<file path="config.mk">
export PLATFORM = sky130hd
export DESIGN_NAME = msps_multistep_sequencer
export DESIGN_NICKNAME = d
export VERILOG_FILES = /design/src/msps_pkg.sv /design/src/msps_resolve_if.sv /design/src/msps_multistep_sequencer.sv /design/src/msps_operand_resolver.sv
export SDC_FILE = /design/constraint.sdc
export NUM_CORES = 2
export LEC_CHECK = 0
export ABC_AREA = 1
export ABC_CLOCK_PERIOD_IN_PS = 21800
export BUFFER_PORTS_ARGS = -buffer_cell sky130_fd_sc_hd__buf_2
export CAP_MARGIN = 10
export CORE_UTILIZATION = 60
export DETAILED_ROUTE_END_ITERATION = 10
export GPL_ROUTABILITY_DRIVEN = 0
export HOLD_SLACK_MARGIN = 0.05
export MAX_ROUTING_LAYER = met4
export PLACE_DENSITY = 0.85
export SLEW_MARGIN = 20
export SYNTH_ARGS = -nofsm -noshare
export SYNTH_HDL_FRONTEND = slang
export SYNTH_SLANG_ARGS = --single-unit
</file>
<file path="constraint.sdc">
create_clock -name mclk -period 21.8 [get_ports mclk]
set_input_delay 4.36 -clock mclk [delete_from_list [all_inputs] [get_ports mclk]]
set_output_delay 4.36 -clock mclk [all_outputs]
set_load 0.05 [all_outputs]
</file>
<file path="src/msps_pkg.sv">
package msps_pkg;

	localparam int POS_W  = 32;
	localparam int SPD_W  = 18;
	localparam int K_W    = 16;
	localparam int M_W    = 7;
	localparam int CODE_W = 8;
	localparam int WORD_W = 24;

	// instruction numbers
	localparam logic [CODE_W-1:0] CODE_LIN  = 8'h01;
	localparam logic [CODE_W-1:0] CODE_CW   = 8'h02;
	localparam logic [CODE_W-1:0] CODE_CCW  = 8'h03;
	localparam logic [CODE_W-1:0] CODE_TIM  = 8'h04;
	localparam logic [CODE_W-1:0] CODE_ATRV = 8'h5A;
	localparam logic [CODE_W-1:0] CODE_INCR = 8'h5B;

	// instruction words, three ASCII characters, space padded
	localparam logic [WORD_W-1:0] WORD_LIN  = 24'h4C494E;
	localparam logic [WORD_W-1:0] WORD_CW   = 24'h435720;
	localparam logic [WORD_W-1:0] WORD_CCW  = 24'h434357;
	localparam logic [WORD_W-1:0] WORD_TIM  = 24'h54494D;
	localparam logic [WORD_W-1:0] WORD_ATRV = 24'h414253;
	localparam logic [WORD_W-1:0] WORD_INCR = 24'h494E43;

	localparam logic [M_W-1:0]   M_END      = 7'h02;
	localparam logic [SPD_W-1:0] SPEED_RST  = 18'h00000;
	localparam logic             MODE_RST   = 1'b0;

	// timing
	localparam int CLK_HZ        = 10_000_000;
	localparam int MS_PER_S      = 1000;
	localparam int STEP_MIN_MS   = 50;
	localparam int TIMER_UNIT_MS = 10;
	localparam int TIMER_UNIT_CYCLES_DEF = TIMER_UNIT_MS * (CLK_HZ / MS_PER_S);

	localparam logic [1:0] OUT_MAX = 2'h2;

	typedef enum logic [2:0] {
		OP_LIN                   = 3'h0,
		OP_CW                    = 3'h1,
		OP_CCW                   = 3'h2,
		OP_TIM                   = 3'h3,
		OP_ABSOLUTE_TRAVEL_INSTR = 3'h4,
		OP_INCR                  = 3'h5,
		OP_MONLY                 = 3'h6,
		OP_BAD                   = 3'h7
	} msps_op_t;

	typedef enum logic [1:0] {
		ERR_NONE           = 2'h0,
		ERR_UNKNOWN        = 2'h1,
		ERR_OMITTED        = 2'h2,
		ERR_MCODE_INDIRECT = 2'h3
	} msps_err_t;

	typedef struct packed {
		logic              by_word;
		logic [WORD_W-1:0] word;
		logic              has_code;
		logic [CODE_W-1:0] code;
		logic              x_given;
		logic [POS_W-1:0]  x;
		logic              y_given;
		logic [POS_W-1:0]  y;
		logic              i_given;
		logic [POS_W-1:0]  i;
		logic              j_given;
		logic [POS_W-1:0]  j;
		logic              r_given;
		logic [POS_W-1:0]  r;
		logic              f_given;
		logic [SPD_W-1:0]  f;
		logic              k_given;
		logic [K_W-1:0]    k;
		logic              m_given;
		logic [M_W-1:0]    m;
		logic              m_indirect;
	} msps_raw_t;

	typedef struct packed {
		msps_op_t          op;
		msps_err_t         err;
		logic [POS_W-1:0]  x;
		logic [POS_W-1:0]  y;
		logic [POS_W-1:0]  i;
		logic [POS_W-1:0]  j;
		logic [POS_W-1:0]  r;
		logic [SPD_W-1:0]  speed;
		logic [K_W-1:0]    k;
		logic              m_valid;
		logic [M_W-1:0]    m;
	} msps_res_t;

endpackage : msps_pkg

</file>
<file path="src/msps_resolve_if.sv">
`timescale 1ns/10ps
interface msps_resolve_if;
	import msps_pkg::*;
	msps_raw_t        raw;
	logic [POS_W-1:0] base_x;
	logic [POS_W-1:0] base_y;
	logic             incr_mode;
	logic             take;
	msps_res_t        res;
	modport resolver  (input raw, base_x, base_y, incr_mode, take, output res);
	modport sequencer (output raw, base_x, base_y, incr_mode, take, input res);
endinterface : msps_resolve_if
</file>
<file path="src/msps_multistep_sequencer.sv">
`timescale 1ns/10ps
// Summary of operation
// RULE1: consecutive linear steps on one axis run as one move without stopping
// RULE2: absolute or incremental travel allowed; a change of method forces a stop
// RULE3: stop at a boundary when the step is shorter than the speed ramp needs
// RULE4: stop at a step whose travel time is fifty milliseconds or less
// RULE5: no limit on how many steps are chained
// RULE6: hold off: chain runs on despite pending m code; wait for off after chain
// RULE7: each m code raises the on signal and stores its number until off arrives; with hold off, a code on a step issued while on is still high is dropped
// RULE8: two axis variant allows one given axis; the other axis stays put
// RULE9: hold on with m code pending: do not advance to the next step speed
// RULE10: hold on, off before deceleration: switch straight to the next speed
// RULE11: hold on, off inside deceleration: finish at target, then start next
// RULE12: hold on, no off by step end: stop at target and wait for off
// RULE13: instruction accepted by word or by number, both treated alike
// RULE14: the program source gives operands in the fixed order of each instruction
// RULE15: an omitted axis travel keeps that axis at its present position
// RULE16: an omitted arc centre offset counts as zero
// RULE17: arc radius and timer constant cannot be omitted; timer unit is 10 ms
// RULE18: an omitted speed reuses the last speed given
// RULE19: m code operand optional, direct value only
// RULE20: off command sampled every clock and latched until the next decision
module msps_multistep_sequencer
	import msps_pkg::*;
#(
	parameter bit TWO_AXIS          = 1'b1,
	parameter int TIMER_UNIT_CYCLES = TIMER_UNIT_CYCLES_DEF
) (
	input  wire logic              mclk,
	input  wire logic              rstn,
	input  wire logic              seq_start,
	input  wire logic              mcode_step_hold_flag,
	output logic                   seq_busy,
	output logic                   seq_done,
	output logic                   seq_err,
	output msps_err_t              seq_err_code,
	input  wire logic              instr_valid,
	output logic                   instr_ready,
	input  wire logic              instr_by_word,
	input  wire logic [WORD_W-1:0] instr_word,
	input  wire logic              instr_has_code,
	input  wire logic [CODE_W-1:0] instr_code,
	input  wire logic              opd_x_given,
	input  wire logic [POS_W-1:0]  opd_x,
	input  wire logic              opd_y_given,
	input  wire logic [POS_W-1:0]  opd_y,
	input  wire logic              opd_i_given,
	input  wire logic [POS_W-1:0]  opd_i,
	input  wire logic              opd_j_given,
	input  wire logic [POS_W-1:0]  opd_j,
	input  wire logic              opd_r_given,
	input  wire logic [POS_W-1:0]  opd_r,
	input  wire logic              opd_f_given,
	input  wire logic [SPD_W-1:0]  opd_f,
	input  wire logic              opd_k_given,
	input  wire logic [K_W-1:0]    opd_k,
	input  wire logic              opd_m_given,
	input  wire logic [M_W-1:0]    opd_m,
	input  wire logic              opd_m_indirect,
	output logic                   step_valid,
	input  wire logic              step_ready,
	output msps_op_t               step_op,
	output logic                   step_blend,
	output logic [POS_W-1:0]       step_x,
	output logic [POS_W-1:0]       step_y,
	output logic [SPD_W-1:0]       step_speed,
	output logic [POS_W-1:0]       step_ctr_i,
	output logic [POS_W-1:0]       step_ctr_j,
	output logic [POS_W-1:0]       step_radius,
	input  wire logic [POS_W-1:0]  mot_pos_x,
	input  wire logic [POS_W-1:0]  mot_pos_y,
	input  wire logic              mot_at_target,
	input  wire logic              mot_decel,
	input  wire logic [POS_W-1:0]  ramp_need_pulses,
	input  wire logic              mcode_off_cmd,
	output logic                   mcode_on,
	output logic [M_W-1:0]         mcode_num
);

	localparam int TW = $clog2(TIMER_UNIT_CYCLES);

	if (TIMER_UNIT_CYCLES < 2) begin : g_chk_timer
		$error("TIMER_UNIT_CYCLES must be at least 2");
	end

	typedef enum logic [5:0] {
		S_IDLE   = 6'b000001,
		S_FETCH  = 6'b000010,
		S_DECIDE = 6'b000100,
		S_ISSUE  = 6'b001000,
		S_DRAIN  = 6'b010000,
		S_DWELL  = 6'b100000
	} msps_state_t;

	msps_resolve_if rif ();

	msps_state_t      st_q;
	msps_res_t        nxt_q;
	logic             blend_q;
	logic [1:0]       out_cnt_q;
	logic [POS_W-1:0] last_x_q;
	logic [POS_W-1:0] last_y_q;
	logic             incr_q;
	logic             step_mode_q;
	logic             cur_lin_q;
	logic             cur_with_m_q;
	logic             moff_m_q;
	logic             moff_s_q;
	logic             mcode_on_q;
	logic [M_W-1:0]   mcode_num_q;
	logic             done_q;
	logic             err_q;
	msps_err_t        err_code_q;
	logic [K_W-1:0]   unit_cnt_q;
	logic [TW-1:0]    tick_cnt_q;

	logic             take;
	logic             issue_take;
	logic             running_c;
	logic             drain_go;
	logic [POS_W-1:0] trav_c;
	logic             short_c;
	logic             ramp_c;
	logic             decel_hold_c;
	logic             wait_c;
	logic             blend_c;
	logic             m_emit;
	logic [M_W-1:0]   m_emit_num;

	function automatic logic [POS_W-1:0] absdiff(input logic [POS_W-1:0] a,
			input logic [POS_W-1:0] b);
		logic [POS_W-1:0] d;
		d = a - b;
		return d[POS_W-1] ? POS_W'(-d) : d;
	endfunction : absdiff

	// travel/speed <= 50 ms, rearranged to avoid a divider
	function automatic logic step_is_short(input logic [POS_W-1:0] trav,
			input logic [SPD_W-1:0] spd);
		logic [47:0] lhs;
		logic [47:0] rhs;
		lhs = 48'(trav) * 48'(MS_PER_S);
		rhs = 48'(spd) * 48'(STEP_MIN_MS);
		return lhs <= rhs;
	endfunction : step_is_short

	// operands packed in their fixed order
	assign rif.raw = '{by_word: instr_by_word, word: instr_word, // RULE14
		has_code: instr_has_code, code: instr_code,
		x_given: opd_x_given, x: opd_x,
		y_given: TWO_AXIS & opd_y_given, y: opd_y, // RULE8
		i_given: opd_i_given, i: opd_i, j_given: opd_j_given, j: opd_j,
		r_given: opd_r_given, r: opd_r, f_given: opd_f_given, f: opd_f,
		k_given: opd_k_given, k: opd_k, m_given: opd_m_given, m: opd_m,
		m_indirect: opd_m_indirect};
	assign rif.base_x    = last_x_q;
	assign rif.base_y    = last_y_q;
	assign rif.incr_mode = incr_q;
	assign rif.take      = take;

	msps_operand_resolver u_resolver (
		.mclk (mclk),
		.rstn (rstn),
		.rif  (rif.resolver)
	);

	assign instr_ready = (st_q == S_FETCH);
	assign take        = instr_valid && instr_ready;
	assign step_valid  = (st_q == S_ISSUE);
	assign issue_take  = step_valid && step_ready;
	assign seq_busy    = (st_q != S_IDLE);
	assign running_c   = (out_cnt_q != 2'h0);
	assign drain_go    = !running_c && !mcode_on_q;

	assign step_op     = nxt_q.op;
	assign step_blend  = blend_q;
	assign step_x      = nxt_q.x;
	assign step_y      = nxt_q.y;
	assign step_speed  = nxt_q.speed;
	assign step_ctr_i  = nxt_q.i;
	assign step_ctr_j  = nxt_q.j;
	assign step_radius = nxt_q.r;
	assign mcode_on    = mcode_on_q;
	assign mcode_num   = mcode_num_q;
	assign seq_done    = done_q;
	assign seq_err     = err_q;
	assign seq_err_code = err_code_q;

	// boundary decision for the next linear step
	always_comb begin
		trav_c = absdiff(nxt_q.x, last_x_q);
		if (absdiff(nxt_q.y, last_y_q) > trav_c) begin
			trav_c = absdiff(nxt_q.y, last_y_q);
		end
		short_c      = step_is_short(trav_c, nxt_q.speed); // RULE4
		ramp_c       = trav_c < ramp_need_pulses; // RULE3
		decel_hold_c = mcode_step_hold_flag && cur_with_m_q && mot_decel; // RULE11
		// hold flag freezes the chain on a pending m code; otherwise only a stop waits
		wait_c = (mcode_on_q && (mcode_step_hold_flag || !running_c)) || // RULE9 RULE12 RULE6
			(out_cnt_q == OUT_MAX);
		// an off that came before deceleration lets the chain blend on
		blend_c = running_c && cur_lin_q && (incr_q == step_mode_q) && // RULE1 RULE2 RULE10
			!ramp_c && !short_c && !decel_hold_c;
	end

	always_comb begin
		m_emit     = 1'b0;
		m_emit_num = nxt_q.m;
		if (issue_take && nxt_q.m_valid && !mcode_on_q) begin
			// a new code cannot be taken while the previous one is still on
			m_emit = 1'b1; // RULE6
		end else if (st_q == S_DRAIN && drain_go && nxt_q.m_valid &&
				(nxt_q.op == OP_TIM || (nxt_q.op == OP_MONLY && nxt_q.m != M_END))) begin
			m_emit = 1'b1;
		end
	end

	always_ff @(posedge mclk or negedge rstn) begin
		if (!rstn) begin
			st_q <= S_IDLE;
		end else begin
			unique case (st_q)
				S_IDLE: begin
					if (seq_start) begin
						st_q <= S_FETCH;
					end
				end
				S_FETCH: begin
					if (take) begin
						if (rif.res.err != ERR_NONE) begin
							st_q <= S_IDLE; // RULE17 RULE19
						end else if (rif.res.op == OP_LIN) begin
							st_q <= S_DECIDE;
						end else if (rif.res.op != OP_ABSOLUTE_TRAVEL_INSTR &&
								rif.res.op != OP_INCR) begin
							st_q <= S_DRAIN;
						end
					end
				end
				S_DECIDE: begin
					if (!wait_c) begin
						st_q <= S_ISSUE;
					end
				end
				S_ISSUE: begin
					if (step_ready) begin
						st_q <= S_FETCH;
					end
				end
				S_DRAIN: begin
					if (drain_go) begin
						unique case (nxt_q.op)
							OP_TIM:   st_q <= S_DWELL;
							OP_CW,
							OP_CCW:   st_q <= S_ISSUE;
							default:  st_q <= (nxt_q.m == M_END) ? S_IDLE : S_FETCH;
						endcase
					end
				end
				S_DWELL: begin
					if (unit_cnt_q == '0) begin
						st_q <= S_FETCH;
					end
				end
			endcase
		end
	end

	always_ff @(posedge mclk or negedge rstn) begin
		if (!rstn) begin
			nxt_q   <= '0;
			blend_q <= 1'b0;
		end else begin
			if (take) begin
				nxt_q <= rif.res;
			end
			if (st_q == S_DECIDE && !wait_c) begin
				blend_q <= blend_c;
			end else if (st_q == S_DRAIN) begin
				blend_q <= 1'b0;
			end
		end
	end

	// steps accepted by the engine but not yet at target; at most current plus one
	always_ff @(posedge mclk or negedge rstn) begin
		if (!rstn) begin
			out_cnt_q <= 2'h0;
		end else begin
			unique case ({issue_take, mot_at_target && running_c})
				2'b10:   out_cnt_q <= out_cnt_q + 2'h1; // RULE5
				2'b01:   out_cnt_q <= out_cnt_q - 2'h1;
				default: out_cnt_q <= out_cnt_q;
			endcase
		end
	end

	// base for incremental travel: last target while moving, live position at rest
	always_ff @(posedge mclk or negedge rstn) begin
		if (!rstn) begin
			last_x_q     <= '0;
			last_y_q     <= '0;
			step_mode_q  <= MODE_RST;
			cur_lin_q    <= 1'b0;
			cur_with_m_q <= 1'b0;
		end else if (issue_take) begin
			last_x_q     <= nxt_q.x;
			last_y_q     <= nxt_q.y;
			step_mode_q  <= incr_q;
			cur_lin_q    <= (nxt_q.op == OP_LIN);
			cur_with_m_q <= nxt_q.m_valid;
		end else if (!running_c && st_q != S_ISSUE && st_q != S_DECIDE) begin
			last_x_q <= mot_pos_x;
			last_y_q <= mot_pos_y;
		end
	end

	always_ff @(posedge mclk or negedge rstn) begin
		if (!rstn) begin
			incr_q <= MODE_RST;
		end else if (take && rif.res.err == ERR_NONE) begin
			if (rif.res.op == OP_INCR) begin
				incr_q <= 1'b1; // RULE2
			end else if (rif.res.op == OP_ABSOLUTE_TRAVEL_INSTR) begin
				incr_q <= 1'b0; // RULE2
			end
		end
	end

	always_ff @(posedge mclk or negedge rstn) begin
		if (!rstn) begin
			moff_m_q <= 1'b0;
			moff_s_q <= 1'b0;
		end else begin
			moff_m_q <= mcode_off_cmd; // RULE20
			moff_s_q <= moff_m_q;
		end
	end

	// the on flag itself latches an off pulse; a new code in the same cycle wins
	always_ff @(posedge mclk or negedge rstn) begin
		if (!rstn) begin
			mcode_on_q  <= 1'b0;
			mcode_num_q <= '0;
		end else if (m_emit) begin
			mcode_on_q  <= 1'b1; // RULE7
			mcode_num_q <= m_emit_num; // RULE7
		end else if (moff_s_q) begin
			mcode_on_q  <= 1'b0; // RULE7 RULE20
		end
	end

	always_ff @(posedge mclk or negedge rstn) begin
		if (!rstn) begin
			unit_cnt_q <= '0;
			tick_cnt_q <= '0;
		end else if (st_q == S_DRAIN) begin
			unit_cnt_q <= nxt_q.k;
			tick_cnt_q <= '0;
		end else if (st_q == S_DWELL && unit_cnt_q != '0) begin
			if (tick_cnt_q == TW'(TIMER_UNIT_CYCLES - 1)) begin
				tick_cnt_q <= '0;
				unit_cnt_q <= unit_cnt_q - K_W'(1); // RULE17
			end else begin
				tick_cnt_q <= tick_cnt_q + TW'(1);
			end
		end
	end

	always_ff @(posedge mclk or negedge rstn) begin
		if (!rstn) begin
			done_q     <= 1'b0;
			err_q      <= 1'b0;
			err_code_q <= ERR_NONE;
		end else begin
			done_q <= (st_q == S_DRAIN) && drain_go && nxt_q.op == OP_MONLY &&
				nxt_q.m == M_END;
			if (take && rif.res.err != ERR_NONE) begin
				err_q      <= 1'b1; // RULE17 RULE19
				err_code_q <= rif.res.err;
			end else if (seq_start && st_q == S_IDLE) begin
				err_q      <= 1'b0;
				err_code_q <= ERR_NONE;
			end
		end
	end
endmodule : msps_multistep_sequencer

</file>
<file path="src/msps_operand_resolver.sv">
`timescale 1ns/10ps
module msps_operand_resolver
	import msps_pkg::*;
(
	input wire logic        mclk,
	input wire logic        rstn,
	msps_resolve_if.resolver rif
);

	logic [SPD_W-1:0] last_f_q;

	function automatic msps_op_t decode_op(input msps_raw_t r);
		msps_op_t op;
		op = OP_BAD;
		if (r.by_word) begin
			case (r.word)
				WORD_LIN:  op = OP_LIN;
				WORD_CW:   op = OP_CW;
				WORD_CCW:  op = OP_CCW;
				WORD_TIM:  op = OP_TIM;
				WORD_ATRV: op = OP_ABSOLUTE_TRAVEL_INSTR;
				WORD_INCR: op = OP_INCR;
				default:   op = OP_BAD;
			endcase
		end else if (r.has_code) begin
			case (r.code)
				CODE_LIN:  op = OP_LIN;
				CODE_CW:   op = OP_CW;
				CODE_CCW:  op = OP_CCW;
				CODE_TIM:  op = OP_TIM;
				CODE_ATRV: op = OP_ABSOLUTE_TRAVEL_INSTR;
				CODE_INCR: op = OP_INCR;
				default:   op = OP_BAD;
			endcase
		end else if (r.m_given) begin
			op = OP_MONLY;
		end
		return op;
	endfunction : decode_op

	// word and number decode to the same op, so the rest never sees the form
	always_comb begin
		rif.res.op = decode_op(rif.raw); // RULE13
		rif.res.err = ERR_NONE;
		if (rif.res.op == OP_BAD) begin
			rif.res.err = ERR_UNKNOWN;
		end else if (((rif.res.op == OP_CW || rif.res.op == OP_CCW) && !rif.raw.r_given) ||
				(rif.res.op == OP_TIM && !rif.raw.k_given)) begin
			rif.res.err = ERR_OMITTED; // RULE17
		end else if (rif.raw.m_given && rif.raw.m_indirect) begin
			rif.res.err = ERR_MCODE_INDIRECT; // RULE19
		end
		// omitted axis stays where it is
		if (!rif.raw.x_given) begin
			rif.res.x = rif.base_x; // RULE15
		end else begin
			rif.res.x = rif.incr_mode ? rif.base_x + rif.raw.x : rif.raw.x;
		end
		if (!rif.raw.y_given) begin
			rif.res.y = rif.base_y; // RULE15
		end else begin
			rif.res.y = rif.incr_mode ? rif.base_y + rif.raw.y : rif.raw.y;
		end
		rif.res.i = rif.raw.i_given ? rif.raw.i : '0; // RULE16
		rif.res.j = rif.raw.j_given ? rif.raw.j : '0; // RULE16
		rif.res.r = rif.raw.r;
		rif.res.speed = rif.raw.f_given ? rif.raw.f : last_f_q; // RULE18
		rif.res.k = rif.raw.k;
		rif.res.m_valid = rif.raw.m_given; // RULE19
		rif.res.m = rif.raw.m;
	end

	always_ff @(posedge mclk or negedge rstn) begin
		if (!rstn) begin
			last_f_q <= SPEED_RST;
		end else if (rif.take && rif.raw.f_given) begin
			last_f_q <= rif.raw.f; // RULE18
		end
	end

endmodule : msps_operand_resolver

</file>
* Word level (Yosys, flattened, before mapping)
Cells that the tools add are included.
Storage, ports and cells: bits in registers 347, bits of input ports 349, logic and storage cells 208
Operators by class: add/subtract/negate cells 10, $mul 2, magnitude comparators 3, equality and inequality tests 47, multiplexer cells 53, reduce and logical (&&, ||, !) cells 64
Operators by type and width (count):
- 32-bit 2-to-1 mux | 13
- 24-bit by 23-bit == test with 1-bit output (second input constant) | 6
- 32-bit adder | 2
- 32-bit negation | 2
- 32-bit subtractor | 2
- 6-bit 2-to-1 mux | 9
- 17-bit 2-to-1 mux | 3
- 16-bit 2-to-1 mux | 3
- 42-bit by 24-bit <= comparator with 1-bit output | 1
- 32-bit by 7-bit multiplier with 39-bit output (second input constant) | 1
- 3-bit one-hot mux with 6 select lines | 2
- 6-bit one-hot mux with 6 select lines | 1
- 32-bit > comparator | 1
- 1-bit logical AND | 32
- 32-bit less-than comparator | 1
- 18-bit by 5-bit multiplier with 23-bit output (second input constant) | 1
- 2-bit nonzero test | 10
- 18-bit 2-to-1 mux | 1
- 17-bit by 1-bit adder with 17-bit output (second input constant) | 1
- 17-bit == test (second input constant) | 1
- 8-bit by 2-bit == test with 1-bit output (second input constant) | 2
- 8-bit by 7-bit == test with 1-bit output (second input constant) | 2
- 16-bit logical NOT | 1
- 16-bit nonzero test | 1
- 38 further kinds | 80

* Logic depth before layout (Yosys ltp)
word-level depth 14, mapped depth 76

* Hierarchy
A second synthesis with hierarchy kept.
Unflattened totals: cell total of the unflattened synthesis 5648, area, all modules 38137.8 um2
Modules (own cells, without submodules):
- msps_multistep_sequencer | times used 1, cells an instance 4189, area each 30485.5 um2, sequential area each 8234.1 um2
- msps_operand_resolver | times used 1, cells an instance 1459, area each 7652.3 um2, sequential area each 450.4 um2

* Worst setup path after synthesis
OpenSTA, ideal clock, no wires.
path kind register to register, start reg nxt_q (netlist bit step_y[0]), end reg blend_q (netlist: step_blend), library setup time 0.118 ns, arrival time 10.221 ns, setup slack 11.461 ns, cell stages (with the launch flop) 65, buffers on the path 3, clock period less this slack 10.339 ns, cells stage by stage dfrtp_1 inv_1 ha_1 inv_1 fa_1 inv_1 nand2_1 a21oi_1 nand3_1 nor2_1 nand3_1 nor2_2 nand2_1 nor2_2 nand3_2 or4_1 or3_1 nand2_1 (+29 left out) a21oi_1 nor2_1 nor2_1 xnor2_1 ha_1 nand2_1 nor4_1 nand2_1 nor4_1 nand2_1 nor3_1 nand3_1 o22ai_1 nand3_1 o21ai_0 inv_1 nand2_1 nand2_1
Between the ends: word-level cells in the longest chain between the ends 11, elaborated cells on any way between the ends 14, classes of those cells add/sub: 2; mul: 1; order compare: 3; mux: 3; reduce/logical: 5
RTL lines:
- start: declaration | line msps_multistep_sequencer.sv:98 | msps_res_t nxt_q;
- start signal: assignment | line msps_multistep_sequencer.sv:275 | nxt_q <= rif.res;
- 32-bit subtractor * | line msps_multistep_sequencer.sv:133 | d = a - b;
- 32-bit negation | line msps_multistep_sequencer.sv:134 | return d[POS_W-1] ? POS_W'(-d) : d;
- 32-bit 2-to-1 mux * | line msps_multistep_sequencer.sv:134
- 32-bit > comparator | line msps_multistep_sequencer.sv:192 | if (absdiff(nxt_q.y, last_y_q) > trav_c) begin
- 32-bit 2-to-1 mux * | line msps_multistep_sequencer.sv:192
- 32-bit by 7-bit multiplier with 39-bit output or 32-bit less-than comparator (tied branches) | line msps_multistep_sequencer.sv:142, msps_multistep_sequencer.sv:196
- 42-bit by 24-bit <= comparator with 1-bit output or 1-bit logical NOT (tied branches) | line msps_multistep_sequencer.sv:144, msps_multistep_sequencer.sv:203
- 1-bit logical NOT or 1-bit logical AND (tied branches) | line msps_multistep_sequencer.sv:203, msps_multistep_sequencer.sv:202
- 1-bit logical AND * (2 in a row) | line msps_multistep_sequencer.sv:203 | !ramp_c && !short_c && !decel_hold_c;
- 1-bit 2-to-1 mux * | line msps_multistep_sequencer.sv:277 | if (st_q == S_DECIDE && !wait_c) begin
- end signal: assignment | line msps_multistep_sequencer.sv:278 | blend_q <= blend_c;
- end: declaration | line msps_multistep_sequencer.sv:99 | logic blend_q;
Mark *: on every way between the ends. The rest lies on a longest branch, timed or not. A chain may end at the register's enable or synchronous reset.

* Worst setup path in the final report
start reg last_y_q[11], end reg blend_q (netlist: step_blend)
Between the ends: word-level cells in the longest chain between the ends 11, elaborated cells on any way between the ends 14, classes of those cells add/sub: 2; mul: 1; order compare: 3; mux: 3; reduce/logical: 5
RTL lines:
- start: declaration | line msps_multistep_sequencer.sv:102 | logic [POS_W-1:0] last_y_q;
- start signal: assignment | line msps_multistep_sequencer.sv:308 | last_y_q <= nxt_q.y;
- start signal: assignment | line msps_multistep_sequencer.sv:314 | last_y_q <= mot_pos_y;
- 32-bit subtractor * | line msps_multistep_sequencer.sv:133
- 32-bit negation | line msps_multistep_sequencer.sv:134
- 32-bit 2-to-1 mux * | line msps_multistep_sequencer.sv:134
- 32-bit > comparator | line msps_multistep_sequencer.sv:192
- 32-bit 2-to-1 mux * | line msps_multistep_sequencer.sv:192
- 32-bit by 7-bit multiplier with 39-bit output or 32-bit less-than comparator (tied branches) | line msps_multistep_sequencer.sv:142, msps_multistep_sequencer.sv:196
- 42-bit by 24-bit <= comparator with 1-bit output or 1-bit logical NOT (tied branches) | line msps_multistep_sequencer.sv:144, msps_multistep_sequencer.sv:203
- 1-bit logical NOT or 1-bit logical AND (tied branches) | line msps_multistep_sequencer.sv:203, msps_multistep_sequencer.sv:202
- 1-bit logical AND * (2 in a row) | line msps_multistep_sequencer.sv:203
- 1-bit 2-to-1 mux * | line msps_multistep_sequencer.sv:277
Marks and branches as above.

==> results.ini <==
[status]
status = finished, final reports clean

[clocking]
ctsHoldBuffers = 0
cts_buffer_depth = 3
ctsResizeCount = 0
cts_buffers = 40
post_cts_buffers = 0
clk_latency_ns = 0.59
clock-sinks = 347
cts.reportedPaths.clkPinSlew_ns = 0.07
cts_tree = done
cts-root-buf = clkbuf_16
h-tree-depth = 2

[critical_path]
cp_max_fo = 41
critical_path.startpoint = last_y_q[11]
r2r_setup_slack_ns = 9.64
cp-endpoint = step_blend
crit_top_cell = nand2_1
cp.depth = 61
path_buf_inv = 10
reg2reg_to = step_blend
end_kind = register
r2r_start = last_y_q[11]
startpoint_type = register
cp_slowest_stage_delay_ns = 0.65
cpMaxStageDelayCell = nand2_1
r2r_cells = 61
worstPathRequired_ns = 22.27
path_class = reg2reg
cp.arrival_ns = 12.63
cpLargestDelayFamily = simple AND/OR/NAND/NOR gates

[finish]
drive_above_1_share_pct = 13.8
nets = 6066
syn_to_final_growth_pct = 9.88

[route]
dr_wl_met3_um = 7870
post-route-drc-count = 0
drt_iter0_markers = 3047
wl_um = 104000
dr.max_layer_used = met4
wl_per_cell_um = 17.1
ant_nets = 0
firstDrtPassIters = 8
wl_met1_um = 42400
wl_met2_um = 47300
via_per_inst = 5.64
num_vias = 34191

[timing]
fin_crit_ns = 12.16
worst_pin_slew_ns = 1.15
clock_skew_ns = 0.0398
finalSetupTns_ns = 0
period_share_pct = 55.8
slew_violations = 0
slew_headroom_pct = 23.2
hold_viol = 0
rsz0062_at_grt = no
fmax_mhz = 82.2
setup_viol = 0

[floorplan]
fp.dieW_um = 245
die_h_um = 245
rows = 88
initial_utilization_pct = 61.0
die_area_um2 = 60000
core_area_um2 = 58000
io_pins = 546

[synth]
synthSimpleGateAreaFrac_pct = 22.2
yosys-top-cells-count = nand2_1 (1081), inv_1 (823), dfrtp_1 (346), ha_1 (341), o21ai_0 (330)
synth_compound_area_share_pct = 15.1
yosys_register_bits = 347
synth-edff-count = 0
synth_nets = 5759
ys_warn_count = 0
ys_types = 68
yosysTopAreaCell = dfrtp_1
synth_mux_area_share_pct = 0.0283
yosysMostFrequentCell = nand2_1
synth.top_cell.area_share_pct = 24.5
avgSynthCellArea_um2 = 7.16
synth_top_family_by_area = simple AND/OR/NAND/NOR gates
yosysSeqAreaShare_pct = 24.5
synth_cells = 4946
ys.flop_type = dfrtp_1
netlist_area_um2 = 35400
synth_xor_area_share_pct = 4.87
synth_adder_area_share_pct = 19.0
async_flop_share_pct = 100
synthTopCellsByArea = dfrtp_1 (24%), ha_1 (12%), nand2_1 (11%)

[global_routing]
antenna_found_initial = 23
overflow = 0
grt_start_max_net_pins = 175
grt_pass1_wl_um = 166000
grt_pass1_vias = 32664
track_usage_pct = 35.5

[min_path]
hp-class = reg2reg

[placement]
hpwlAfterDp_um = 82100
io_buffers = 545

[flow_run]
drv_cap = 0

[final cells by class]
cell class	count	area [um2]
Tap cell	765	957
Antenna cell	21	52.6
Timing Repair Buffer	573	2970
Sequential cell	347	8690
Fill cell	4992	19100
Clock inverter	16	248
Clock buffer	51	1100
Inverter	842	3170
Multi-Input combinational cell	3449	21700
[cell families after synthesis]
family          Yosys count
xor+xnor                196
compound gates          922
simple gates           1866
fa+ha+maj               464
mux                       1
buf+inv                1150
flops                   347
[per-stage QoR]
step,hold slack (ns),area (um2),setup WS (ns),cells,util (%)
4_1_cts,0.355,38800,9.81,6043,66.9
5_1_grt,0.367,38900,8.51,6063,67.0
3_3_place_gp,0.337,37500,10.22,5976,64.6
6_report,0.353,38900,9.64,6064,67.0
2_1_floorplan,0.331,35400,11.46,4946,-
3_5_place_dp,0.341,37500,9.80,5976,64.6
[worst min-delay path by stage]
stage	end	cells after the start	slack [ns]	from
2_1_floorplan	moff_s_q	0	0.33	moff_m_q
3_3_place_gp	moff_s_q	0	0.34	moff_m_q
3_5_place_dp	moff_s_q	0	0.34	moff_m_q
4_1_cts	moff_s_q	0	0.36	moff_m_q
5_1_grt	moff_s_q	0	0.37	moff_m_q
6_report	moff_s_q	0	0.35	moff_m_q
[cell usage in the layout, fill, tap and decap left out, types with 15 or more instances in the layout]
master,synthesis,final
nand3_1,245,245
inv_2,14,15
diode_2,0,21
a22oi_1,55,55
dfrtp_1,346,345
ha_1,341,341
buf_2,2,544
nand2_1,1081,1081
fa_1,123,123
clkbuf_16,0,40
nand4_1,53,53
o221ai_1,22,22
nor3_1,54,53
a21oi_1,313,313
nand2_2,33,33
buf_4,181,26
xor2_1,139,139
nor4_1,15,15
o21ai_0,330,329
xnor2_1,56,56
a31oi_1,24,24
inv_1,823,823
o21bai_1,21,21
o211ai_1,82,82
nand3b_1,15,15
nor2_1,328,325
[registers in the layout, indices dropped and copies added, names as in the netlist, 3 cells and up]
name / count
last_y_q: 32
m_emit_num: 7
last_x_q: 32
step_x: 32
step_radius: 32
nxt_q: 17
unit_cnt_q: 16
step_speed: 18
u_resolver.last_f_q: 18
tick_cnt_q: 17
mcode_num: 7
st_q: 6
step_op: 3
step_ctr_i: 32
step_y: 32
step_ctr_j: 32
[per-layer routing]
metal / vias up / GRT usage, %
li1: 16506 / -
met1: 15853 / 44.3
met2: 1486 / 55.5
met3: 346 / 5.52
met4: 0 / 18.8
met5: - / -
Power is left out: the tool's default activity adds up to more than one toggle a clock period on the data nets, which glitch-free logic cannot reach.
